$ cat src/core/drive_run_defs.vh
// constants for the run-command, dwell and slip-compensation logic
// assumes: included by bare name from every design file of this block
`ifndef DRIVE_RUN_DEFS_VH
`define DRIVE_RUN_DEFS_VH

`define CLK_HZ 20000000
`define FUNC_THREE_WIRE 5'h11
`define CTRL_SLIP_COMP 2'h1
`define INERTIA_LOW 2'h0
`define INERTIA_TEN 2'h1
`define INERTIA_HIGH 2'h2
// dwell time setting is in 0.1 s units
`define DWELL_TICK_MS 100
`define DWELL_TICK_CYC ((`CLK_HZ / 1000) * `DWELL_TICK_MS)
// three-wire minimum pulse, milliseconds
`define PULSE_MIN_MS 50
`define PULSE_MIN_CYC ((`CLK_HZ / 1000) * `PULSE_MIN_MS)
`define STANDARD_IO_TERMINALS 3
`define ADVANCED_IO_TERMINALS 5
`define CAP_CODE_W 5
`define CAP_CODE_MAX 5'h16
// full load in percent, divisor of the slip product
`define LOAD_FULL_PCT 20'h00064

`endif

$ cat src/core/motor_defaults.v
// motor-capacity to default nameplate data lookup
// assumes: capacity code in 0.1 kW steps, 1 means 0.1 kW, 22 means 2.2 kW
`timescale 1ns/1ns
`include "drive_run_defs.vh"

module motor_defaults (
  // selection
  input wire [4:0] motor_capacity_select,
  // defaults, current in 0.1 A, slip in 0.01 Hz, efficiency in percent
  output reg [10:0] motor_rated_current,
  output reg [9:0] rated_slip_frequency,
  output reg [9:0] no_load_current,
  output reg [6:0] motor_efficiency_setting
);

  // plain scaling laws stand in for a per-size table; small motors slip more
  always @* begin
    if (motor_capacity_select == 5'h00 ||
        motor_capacity_select > `CAP_CODE_MAX) begin
      motor_rated_current = 11'h006;
      rated_slip_frequency = 10'h0C8;
      no_load_current = 10'h004;
      motor_efficiency_setting = 7'h3C;
    end else begin
      motor_rated_current = {6'h00, motor_capacity_select} * 11'h005 +
        11'h006;
      rated_slip_frequency = 10'h0FA - {5'h00, motor_capacity_select} *
        10'h006;
      // 40 percent of rated current as the no-load guess
      no_load_current = {5'h00, motor_capacity_select} * 10'h002 + 10'h003;
      motor_efficiency_setting = 7'h3C + {2'h0, motor_capacity_select};
    end
  end

endmodule

$ cat src/core/three_wire_latch.v
// three-wire push-button run latch
// assumes: inputs already synchronised to clk_sys
`timescale 1ns/1ns
`include "drive_run_defs.vh"

module three_wire_latch (
  // clock and reset
  input wire clk_sys,
  input wire reset,
  // control
  input wire enable,
  input wire run_button,
  input wire stop_level,
  // state
  output reg run_latched
);

  // a stop level held low always wins over a run press in the same cycle
  always @(posedge clk_sys or posedge reset) begin
    if (reset) begin
      run_latched <= 1'b0;
    end else if (!enable || !stop_level) begin
      run_latched <= 1'b0;
    end else if (run_button) begin
      run_latched <= 1'b1;
    end
  end

endmodule

$ cat src/core/drive_run_sequencer.v
// run-command sequencer: three-wire latch, dwell stage, slip compensation
// assumes: terminals are raw pins from push buttons; settings are static
// levels from the parameter store on clk_sys
`timescale 1ns/1ns
`include "drive_run_defs.vh"

module drive_run_sequencer #(
  parameter num_terminals = `ADVANCED_IO_TERMINALS,
  parameter freq_w = 16,
  parameter dwell_tick_cyc = `DWELL_TICK_CYC,
  parameter pulse_min_cyc = `PULSE_MIN_CYC
) (
  // clock and reset
  input wire clk_sys,
  input wire reset,
  // terminals and their function codes, five bits each, terminal 1 low
  input wire [num_terminals-1:0] input_terminals,
  input wire [5*num_terminals-1:0] terminal_function_codes,
  input wire fwd_run_button,
  // dwell configuration, frequency in 0.01 Hz, time in 0.1 s
  input wire [freq_w-1:0] dwell_frequency_setting,
  input wire [6:0] dwell_time_setting,
  // frequency command and acceleration
  input wire [freq_w-1:0] target_frequency,
  input wire [freq_w-1:0] accel_step,
  // slip compensation configuration
  input wire [1:0] control_method_select,
  input wire [4:0] motor_capacity_select,
  input wire [1:0] load_inertia_select,
  input wire [9:0] load_percent,
  // status and command out
  output reg run_command,
  output reg dwell_active,
  output reg three_wire_mode,
  output reg three_wire_pulse_short,
  output reg slip_comp_on,
  output reg [1:0] inertia_class,
  output reg [freq_w-1:0] output_frequency,
  output reg [10:0] motor_rated_current,
  output reg [9:0] rated_slip_frequency,
  output reg [9:0] no_load_current,
  output reg [6:0] motor_efficiency_setting
);

  localparam st_stop = 2'b00;
  localparam st_dwell = 2'b01;
  localparam st_accel = 2'b10;
  localparam st_run = 2'b11;

  reg [num_terminals-1:0] term_meta;
  reg [num_terminals-1:0] term_sync;
  reg run_meta;
  reg run_sync;
  reg [num_terminals-1:0] is_three_wire;
  reg tw_sel_level;
  reg tw_any;
  wire run_latched;
  reg [1:0] state;
  reg [1:0] next_state;
  reg dwell_used;
  reg [23:0] tick_cnt;
  reg [6:0] tenth_cnt;
  reg [23:0] pulse_cnt;
  reg run_prev;
  wire [10:0] def_current;
  wire [9:0] def_slip;
  wire [9:0] def_noload;
  wire [6:0] def_eff;
  reg [freq_w-1:0] base_freq;
  reg [freq_w-1:0] slip_add;
  reg [19:0] slip_prod;
  reg [19:0] slip_quot;
  reg [freq_w:0] freq_sum;
  reg [freq_w-1:0] freq_next;
  integer k;
  genvar g;

  // two-stage synchronisers for push-button pins
  always @(posedge clk_sys or posedge reset) begin
    if (reset) begin
      term_meta <= {num_terminals{1'b0}};
      term_sync <= {num_terminals{1'b0}};
      run_meta <= 1'b0;
      run_sync <= 1'b0;
    end else begin
      term_meta <= input_terminals;
      term_sync <= term_meta;
      run_meta <= fwd_run_button;
      run_sync <= run_meta;
    end
  end

  // any terminal may carry the three-wire code
  generate
    for (g = 0; g < num_terminals; g = g + 1) begin : tw_decode
      always @* begin
        is_three_wire[g] =
          (terminal_function_codes[5*g +: 5] == `FUNC_THREE_WIRE);
      end
    end
  endgenerate

  // lowest-numbered terminal wins if several carry the code
  always @* begin
    tw_any = 1'b0;
    tw_sel_level = 1'b0;
    for (k = num_terminals - 1; k >= 0; k = k - 1) begin
      if (is_three_wire[k]) begin
        tw_any = 1'b1;
        tw_sel_level = term_sync[k];
      end
    end
  end

  three_wire_latch u_latch (
    .clk_sys(clk_sys),
    .reset(reset),
    .enable(tw_any),
    .run_button(run_sync),
    .stop_level(tw_sel_level),
    .run_latched(run_latched)
  );

  // flags three-wire presses shorter than the minimum the operator circuit must give
  always @(posedge clk_sys or posedge reset) begin
    if (reset) begin
      pulse_cnt <= 24'h000000;
      run_prev <= 1'b0;
      three_wire_pulse_short <= 1'b0;
    end else begin
      run_prev <= run_sync;
      if (run_sync) begin
        if (pulse_cnt < pulse_min_cyc) begin
          pulse_cnt <= pulse_cnt + 24'h000001;
        end
      end else begin
        pulse_cnt <= 24'h000000;
      end
      if (run_prev && !run_sync && tw_any) begin
        three_wire_pulse_short <= (pulse_cnt < pulse_min_cyc);
      end
    end
  end

  // without three-wire, the run button is a plain level command
  always @(posedge clk_sys or posedge reset) begin
    if (reset) begin
      run_command <= 1'b0;
      three_wire_mode <= 1'b0;
    end else begin
      three_wire_mode <= tw_any;
      run_command <= tw_any ? run_latched : run_sync;
    end
  end

  always @* begin
    next_state = state;
    case (state)
      st_stop: begin
        if (run_command) begin
          if (!dwell_used && dwell_time_setting != 7'h00 &&
              dwell_frequency_setting != {freq_w{1'b0}}) begin
            next_state = st_dwell;
          end else begin
            next_state = st_accel;
          end
        end
      end
      st_dwell: begin
        if (!run_command) begin
          next_state = st_stop;
        end else if (tenth_cnt >= dwell_time_setting) begin
          next_state = st_accel;
        end
      end
      st_accel: begin
        if (!run_command) begin
          next_state = st_stop;
        end else if (base_freq == target_frequency) begin
          // the ramp lands exactly on target, rising or falling
          next_state = st_run;
        end
      end
      st_run: begin
        if (!run_command) begin
          next_state = st_stop;
        end else if (base_freq != target_frequency) begin
          next_state = st_accel;
        end
      end
      default: begin
        next_state = st_stop;
      end
    endcase
  end

  // dwell counts 0.1 s ticks; dwell_used remembers the first acceleration
  // until the run command is seen low in the stop state
  always @(posedge clk_sys or posedge reset) begin
    if (reset) begin
      state <= st_stop;
      tick_cnt <= 24'h000000;
      tenth_cnt <= 7'h00;
      dwell_used <= 1'b0;
      dwell_active <= 1'b0;
      base_freq <= {freq_w{1'b0}};
    end else begin
      state <= next_state;
      dwell_active <= (next_state == st_dwell);
      if (state == st_dwell) begin
        if (tick_cnt >= dwell_tick_cyc - 1) begin
          tick_cnt <= 24'h000000;
          tenth_cnt <= tenth_cnt + 7'h01;
        end else begin
          tick_cnt <= tick_cnt + 24'h000001;
        end
      end else begin
        tick_cnt <= 24'h000000;
        tenth_cnt <= 7'h00;
      end
      if (state == st_stop && run_command) begin
        dwell_used <= 1'b1;
      end else if (!run_command && state == st_stop) begin
        dwell_used <= 1'b0;
      end
      case (next_state)
        st_dwell: begin
          base_freq <= dwell_frequency_setting;
        end
        st_accel: begin
          if (target_frequency - base_freq > accel_step &&
              base_freq < target_frequency) begin
            base_freq <= base_freq + accel_step;
          end else if (base_freq > target_frequency &&
              base_freq - target_frequency > accel_step) begin
            base_freq <= base_freq - accel_step;
          end else begin
            base_freq <= target_frequency;
          end
        end
        st_run: begin
          base_freq <= target_frequency;
        end
        default: begin
          base_freq <= {freq_w{1'b0}};
        end
      endcase
    end
  end

  motor_defaults u_defaults (
    .motor_capacity_select(motor_capacity_select),
    .motor_rated_current(def_current),
    .rated_slip_frequency(def_slip),
    .no_load_current(def_noload),
    .motor_efficiency_setting(def_eff)
  );

  // slip added in proportion to load, 100 percent load adds rated slip
  always @* begin
    slip_prod = {10'h000, def_slip} * {10'h000, load_percent};
    slip_quot = slip_prod / `LOAD_FULL_PCT;
    slip_add = {freq_w{1'b0}};
    if (control_method_select == `CTRL_SLIP_COMP &&
        base_freq != {freq_w{1'b0}}) begin
      // quotient stays below 2^12; freq_w must not exceed 20
      slip_add = slip_quot[freq_w-1:0];
    end
  end

  // saturate rather than wrap to a low frequency near full scale
  always @* begin
    freq_sum = {1'b0, base_freq} + {1'b0, slip_add};
    if (freq_sum[freq_w]) begin
      freq_next = {freq_w{1'b1}};
    end else begin
      freq_next = freq_sum[freq_w-1:0];
    end
  end

  // defaults are re-sampled so the outputs come from flip-flops
  always @(posedge clk_sys or posedge reset) begin
    if (reset) begin
      slip_comp_on <= 1'b0;
      inertia_class <= `INERTIA_LOW;
      output_frequency <= {freq_w{1'b0}};
      motor_rated_current <= 11'h000;
      rated_slip_frequency <= 10'h000;
      no_load_current <= 10'h000;
      motor_efficiency_setting <= 7'h00;
    end else begin
      slip_comp_on <= (control_method_select == `CTRL_SLIP_COMP);
      case (load_inertia_select)
        2'h0: inertia_class <= `INERTIA_LOW;
        2'h1: inertia_class <= `INERTIA_TEN;
        default: inertia_class <= `INERTIA_HIGH;
      endcase
      output_frequency <= freq_next;
      motor_rated_current <= def_current;
      rated_slip_frequency <= def_slip;
      no_load_current <= def_noload;
      motor_efficiency_setting <= def_eff;
    end
  end

endmodule

$ cat config.mk
export PLATFORM = sky130hd
export DESIGN_NAME = drive_run_sequencer
export DESIGN_NICKNAME = d
export VERILOG_FILES = /design/src/core/motor_defaults.v /design/src/core/three_wire_latch.v /design/src/core/drive_run_sequencer.v
export VERILOG_INCLUDE_DIRS = /design/src /design/src/core
export SDC_FILE = /design/constraint.sdc
export NUM_CORES = 1
export LEC_CHECK = 0
export BUFFER_PORTS_ARGS = -buffer_cell sky130_fd_sc_hd__buf_2
export CAP_MARGIN = 20
export CORE_ASPECT_RATIO = 0.5
export CORE_UTILIZATION = 30
export DETAILED_ROUTE_END_ITERATION = 8
export MAX_ROUTING_LAYER = met4
export PLACE_DENSITY_LB_ADDON = 0.2
export SYNTH_ARGS = -nofsm -noshare
export SYNTH_HDL_FRONTEND = slang
export SYNTH_SLANG_ARGS = --single-unit
export TNS_END_PERCENT = 5
$ cat constraint.sdc
create_clock -name clk_sys -period 16.9 [get_ports clk_sys]
set_input_delay 0 -clock clk_sys [delete_from_list [all_inputs] [get_ports clk_sys]]
set_output_delay 0 -clock clk_sys [all_outputs]
set_load 0.005 [all_outputs]
==> results of run 1 <==
==> metrics by stage <==
stage          cells  area, sq um  utilization  setup slack, ns
2_1_floorplan   1947        16500            -             1.16
3_3_place_gp    2798        18200        0.338          -0.0552
3_5_place_dp    2798        18200        0.338           -0.281
4_1_cts         2878        19300        0.358            0.159
5_1_grt         2899        20000        0.371          -0.0883
6_report        2899        20000        0.371            0.955
==> final timing paths <==
check / to / depth (start not counted) / slack (ns)
worst max-delay path: output_frequency[1] / 75 / 0.96
worst min-delay path: base_freq[1] / 3 / 0.01
worst max register to register: base_freq[9] / 29 / 9.84
worst min register to register: term_sync[0] / 0 / 0.35
max in group asynchronous: base_freq[12] / 4 / 15.41
min in group asynchronous: motor_efficiency_setting[0] / 3 / 0.27
==> final cells by class <==
cell class / count / area [sq um]
tap: 713 / 892
sequential: 139 / 3480
fill: 5525 / 34000
inverter: 164 / 621
timing repair buffer: 272 / 1770
multi-input combinational: 1577 / 12600
antenna: 2 / 5.00
clock inverter: 15 / 194
clock buffer: 17 / 425
==> logic make-up after synthesis <==
group / synth area share
other: 0.000228
XOR/XNOR: 0.0642
multiplexers: 0.00767
flip-flops: 0.211
AND/OR/NAND/NOR: 0.199
AO/OA/AOI/OAI: 0.236
adder cells (fa/ha/maj): 0.224
buffers and inverters: 0.0580
==> what timing repair did <==
action / 4_1_cts / 5_1_grt
hold endpoints to repair: 120 / 0
resized for setup: 0 / 109
hold buffers: 48 / 0
endpoints found under the setup margin: 0 / 16
setup buffers: 0 / 17
==> critical path, delay by kind of cell <==
| kind | cells | cell delay (ns) |
|---|---|---|
| adder cells (fa/ha/maj) | 10 | 3.69 |
| AND/OR/NAND/NOR | 24 | 4.12 |
| XOR/XNOR | 4 | 0.84 |
| buffers and inverters | 7 | 1.03 |
| AO/OA/AOI/OAI | 29 | 6.12 |
| multiplexers | 1 | 0.41 |
==> synthesized netlist by cell type, types with 6 or more instances <==
master      n
a211o_1     7
a211oi_1   15
a21o_1     45
a21oi_1   143
a21oi_2     9
a221o_1    10
a221oi_1    9
a22oi_1     9
a31oi_1    16
and2_1     71
and3_1     38
and4_1      7
buf_2      10
buf_4      14
clkbuf_1   40
dfrtp_1   139
fa_1       60
ha_1      198
inv_1     163
mux2i_1     7
nand2_1   141
nand2b_1   18
nand3_1    49
nand4_1    24
nor2_1    154
nor2b_1    30
nor3_1     23
nor4_1     19
o211a_1     9
o211ai_1   14
o21a_1     11
o21ai_0    68
o21ai_1    14
o21ai_2     6
o21bai_1   41
o221ai_1   13
o22a_1      7
o22ai_1    13
o31ai_1     9
or2_2      10
or3_1       8
xnor2_1    78
xor2_1     39
==> state kept, by name, indices dropped and copies added (netlist names), 2 cells and up <==
name,cells
pulse_cnt,24
tick_cnt,24
term_sync,5
term_meta,5
rated_slip_frequency,7
no_load_current,7
inertia_class,2
tenth_cnt,7
state,2
base_freq,16
output_frequency,16
motor_efficiency_setting,7
motor_rated_current,7
==> metal layers <==
metal | track usage | wire length, um | up-vias
li1 | - | - | 7397
met1 | 0.228 | 22700 | 7219
met2 | 0.273 | 22400 | 297
met3 | 0.0155 | 1300 | 60
met4 | 0.0453 | 950 | 0
met5 | - | 0 | -
==> impl_metrics.env, run 1 <==
export IMPL_finalHoldViolations=0
export IMPL_period_share=0.943
export IMPL_layout_common_cells="197 x ha_1, 161 x inv_1, 160 x buf_2"
export IMPL_vias_per_cell=5.16
export IMPL_grt_usage=0.170
export IMPL_clock_latency_ns=0.43
export IMPL_rows=60
export IMPL_drt_total_wl_um=47300
export IMPL_root_buffer="clkbuf_16"
export IMPL_worstPathRequired_ns=17.20
export IMPL_critical_path_class="in -> reg"
export IMPL_synth_edf_count=0
export IMPL_critical_path_max_fanout=11
export IMPL_worstPathArrival_ns=16.24
export IMPL_cts_sinks=139
export IMPL_dp_hpwl_um=37600
export IMPL_coreArea_sq_um=54000
export IMPL_hp_class="in -> reg"
export IMPL_gp_congestion=0.899
export IMPL_num_vias=14973
export IMPL_synth_top_cell_area_share=0.211
export IMPL_drtAntennaViolNets=0
export IMPL_hp_start="target_frequency[1]"
export IMPL_finalSetupViolCount=0
export IMPL_yosys_area_top_type="dfrtp_1"
export IMPL_drc=0
export IMPL_cp_common_cell="nand2_1"
export IMPL_drt_iter0_markers=1023
export IMPL_ys_types=107
export IMPL_start_util=0.305
export IMPL_synth_warning_count=0
export IMPL_clk_pin_slew_ns=0.07
export IMPL_io_pins=168
export IMPL_run_status="complete, no violations"
export IMPL_clock_path_buffers=2
export IMPL_async_flop_share=1.00
export IMPL_antenna_found_initial=2
export IMPL_die_w_um=333
export IMPL_timing_fmax_mhz=62.7
export IMPL_synth_area_top_cells="dfrtp_1 21%, ha_1 15%, fa_1 7.3%"
export IMPL_syn_avg_cell_area_sq_um=8.50
export IMPL_fin_tns_setup_ns=0
export IMPL_slowest_stage="fa_1"
export IMPL_numCtsBuffers=17
export IMPL_worstMarginPinSlew_ns=1.07
export IMPL_cp_startpoint="motor_capacity_select[1]"
export IMPL_wire_per_inst_um=16.3
export IMPL_ys_flop_type="dfrtp_1"
export IMPL_port_buffers=160
export IMPL_dr_pass1_iters=5
export IMPL_seq_area_frac_synth=0.211
export IMPL_holdWs_ns=0.0117
export IMPL_slowest_delay_ns=0.57
export IMPL_synth_area_sq_um=16500
export IMPL_syn2layout_area_growth_pct=21.5
export IMPL_ys_ff_latch=139
export IMPL_drive_above_1_share=0.188
export IMPL_die_y_um=168
export IMPL_grt_pass1_wl_um=75400
export IMPL_dieArea_sq_um=55900
export IMPL_final_common_cell="ha_1"
export IMPL_drv_cap=0
export IMPL_grt_max_degree=86
export IMPL_cp_start_kind="primary input"
export IMPL_cts_tree="built"
export IMPL_r2r_start="base_freq[0]"
export IMPL_syn_inst=1938
export IMPL_worstSetupEndpointType="flop"
export IMPL_grt_pass1_vias=14271
export IMPL_period_minus_slack_ns=15.94
export IMPL_grt_overflow_total=0
export IMPL_nets=2536
export IMPL_h_tree_depth=4
export IMPL_slew_violations=0
export IMPL_slew_headroom=0.282
export IMPL_skew_ns=0.0171
Power of run 1 is not shown: default switching activity piles up to over one toggle a cycle in this logic, so the estimate is an artifact.
==> run 2: changes to the inputs <==
--- a/config.mk
+++ b/config.mk
@@ -15,5 +15,6 @@
 export PLACE_DENSITY_LB_ADDON = 0.2
 export SYNTH_ARGS = -nofsm -noshare
 export SYNTH_HDL_FRONTEND = slang
+export SYNTH_HIERARCHICAL = 1
 export SYNTH_SLANG_ARGS = --single-unit
 export TNS_END_PERCENT = 5
==> run 2 against run 1 <==
Cell count up 6.3%; highest routed layer unchanged; area after synthesis up 3.5%; worst hold slack better by 0.024 ns; first-iteration DRC count down 9.2%; via count up 3.4%; critical path type unchanged; fmax down 1.5%; routed wire length up 5.5%.
==> impl_metrics.env, run 2 <==
export IMPL_grt_overflow_total=0
export IMPL_ys_types=109
export IMPL_timing_fmax_mhz=61.8
export IMPL_grt_max_degree=90
export IMPL_dp_hpwl_um=38700
export IMPL_drt_iter0_markers=929
export IMPL_seq_area_sq_um=3730
export IMPL_worstSetupEndpointType="flop"
export IMPL_grt_pass1_vias=15012
export IMPL_port_buffers=167
export IMPL_wire_per_inst_um=16.2
export IMPL_worstPathArrival_ns=16.52
export IMPL_die_w_um=339
export IMPL_antenna_found_initial=3
export IMPL_num_vias=15489
export IMPL_post_place_ws_ns=-0.0409
export IMPL_start_util=0.305
export IMPL_synth_warning_count=6
export IMPL_final_common_cell="ha_1"
export IMPL_setup_ws_ns=0.717
export IMPL_layout_common_cells="187 x ha_1, 180 x inv_1, 167 x buf_2"
export IMPL_drive_above_1_share=0.218
export IMPL_critical_path_class="in -> reg"
export IMPL_root_buffer="clkbuf_16"
export IMPL_hp_class="in -> reg"
export IMPL_nets=2683
export IMPL_top_regs="pulse_cnt (24), tick_cnt (24)"
export IMPL_clock_latency_ns=0.48
export IMPL_synth_edf_count=0
export IMPL_worstPathRequired_ns=17.24
export IMPL_slew_violations=0
export IMPL_grt_usage=0.172
export IMPL_cp_start_kind="primary input"
export IMPL_finalSetupViolCount=0
export IMPL_clk_pin_slew_ns=0.08
export IMPL_drt_total_wl_um=49900
export IMPL_die_y_um=171
export IMPL_rows=61
export IMPL_cts_tree="built"
export IMPL_grt_pass1_wl_um=77700
export IMPL_numCtsBuffers=17
export IMPL_dr_pass1_iters=5
export IMPL_coreArea_sq_um=55900
export IMPL_dieArea_sq_um=57800
export IMPL_cp_top_family="compound AO/OA/AOI/OAI gates"
export IMPL_h_tree_depth=4
export IMPL_syn_avg_cell_area_sq_um=8.55
export IMPL_syn2layout_area_growth_pct=25.9
export IMPL_multiInputGateArea_sq_um=13100
export IMPL_io_pins=168
export IMPL_worstMarginPinSlew_ns=1.29
export IMPL_synth_area_top_cells="dfrtp_1 22%, ha_1 14%, fa_1 8.1%"
export IMPL_critical_path_max_fanout=7
export IMPL_cp_depth=79
export IMPL_whs_path_depth=4
export IMPL_clock_path_buffers=2
export IMPL_yosysMostFrequentCell="ha_1"
export IMPL_slew_headroom=0.137
export IMPL_cts_sinks=149
export IMPL_syn_inst=1994
export IMPL_drc=0
export IMPL_slowest_delay_ns=0.56
export IMPL_ys_flop_type="dfrtp_1"
export IMPL_seq_area_frac_synth=0.219
export IMPL_period_minus_slack_ns=16.18
export IMPL_finalHoldViolations=0
export IMPL_yosys_area_top_type="dfrtp_1"
export IMPL_slowest_stage="or4b_4"
export IMPL_drtAntennaViolNets=0
export IMPL_run_status="complete, no violations"
export IMPL_gp_congestion=0.869
export IMPL_skew_ns=0.0304
export IMPL_synth_area_sq_um=17000
export IMPL_ys_ff_latch=149
export IMPL_period_share=0.958
export IMPL_cp_num_buf_inv=14
export IMPL_synth_top_cell_area_share=0.219
export IMPL_vias_per_cell=5.03
export IMPL_r2r_cells=27
export IMPL_async_flop_share=1.00
export IMPL_synthTopCellsByCount="197 x ha_1, 182 x inv_1, 153 x nor2_1, 149 x dfrtp_1, 140 x nand2_1"
export IMPL_nFillCells=5680
export IMPL_drv_cap=0
run 2: per-stage QoR:
stage                     setup TNS, ns  cells  utilization  instance area (sq um)  hold slack (ns)
after floorplan                       0   2002            -                  17100           -0.271
after global placement                0   2965        0.347                  19400           -0.116
after detailed placement         -0.306   2965        0.347                  19400           -0.116
after CTS                             0   3046        0.366                  20500          0.00481
after global routing              -1.32   3082        0.384                  21500           0.0478
final                                 0   3082        0.384                  21500           0.0361
run 2: metal layers:
layer | up-vias | wire (um) | GRT usage | share of wire
li1 | 7695 | - | - | -
met4 | 0 | 884 | 0.0506 | 0.018
met3 | 57 | 1710 | 0.0236 | 0.034
met5 | - | 0 | - | 0
met1 | 7403 | 22500 | 0.211 | 0.45
met2 | 334 | 24700 | 0.294 | 0.50
run 2: cells by family (layout without fill, tap and decap cells):
family	count (synthesis)	after routing	synth area share
AOI/OAI and AO/OA	525	525	0.216
xor gates and xnor gates	113	114	0.0628
muxes	18	18	0.0111
DFF	149	149	0.219
buffers and inverters	250	570	0.0596
adders and majority gates	267	267	0.226
other	2	13	0.000440
and+or+nand+nor	670	670	0.205
run 2: timing repair:
item | in CTS | in global routing
setup endpoints to repair | 0 | 16
buffers inserted | 0 | 32
resized for setup | 0 | 140
hold buffers | 49 | 0
endpoints found under the hold margin | 121 | 0
run 2: worst paths after layout:
path | startpoint | endpoint | slack [ns]
max in group asynchronous | reset | motor_rated_current[3] | 15.17
hold reg to reg | run_meta | run_sync | 0.34
setup reg to reg | base_freq[0] | base_freq[6] | 9.82
min in group asynchronous | reset | three_wire_mode | 0.28
hold / removal | motor_capacity_select[1] | motor_rated_current[2] | 0.04
setup / recovery | motor_capacity_select[0] | output_frequency[15] | 0.72
run 2: tightest hold or removal path, stage by stage:
cell	delay (ns)
buf_2	0.10
buf_4	0.14
ha_1	0.13
nand2b_1	0.09
run 2: final cells by class:
type | count | share of cell area
multi-input cells | 1604 | 0.608
flip-flops and latches | 149 | 0.174
repair buffers | 354 | 0.113
well taps | 756 | 0.0441
inverters | 184 | 0.0326
clock buffers | 17 | 0.0198
clock inverters | 15 | 0.00781
diodes | 3 | 0.000350
Power of run 2 is left out for the same reason.
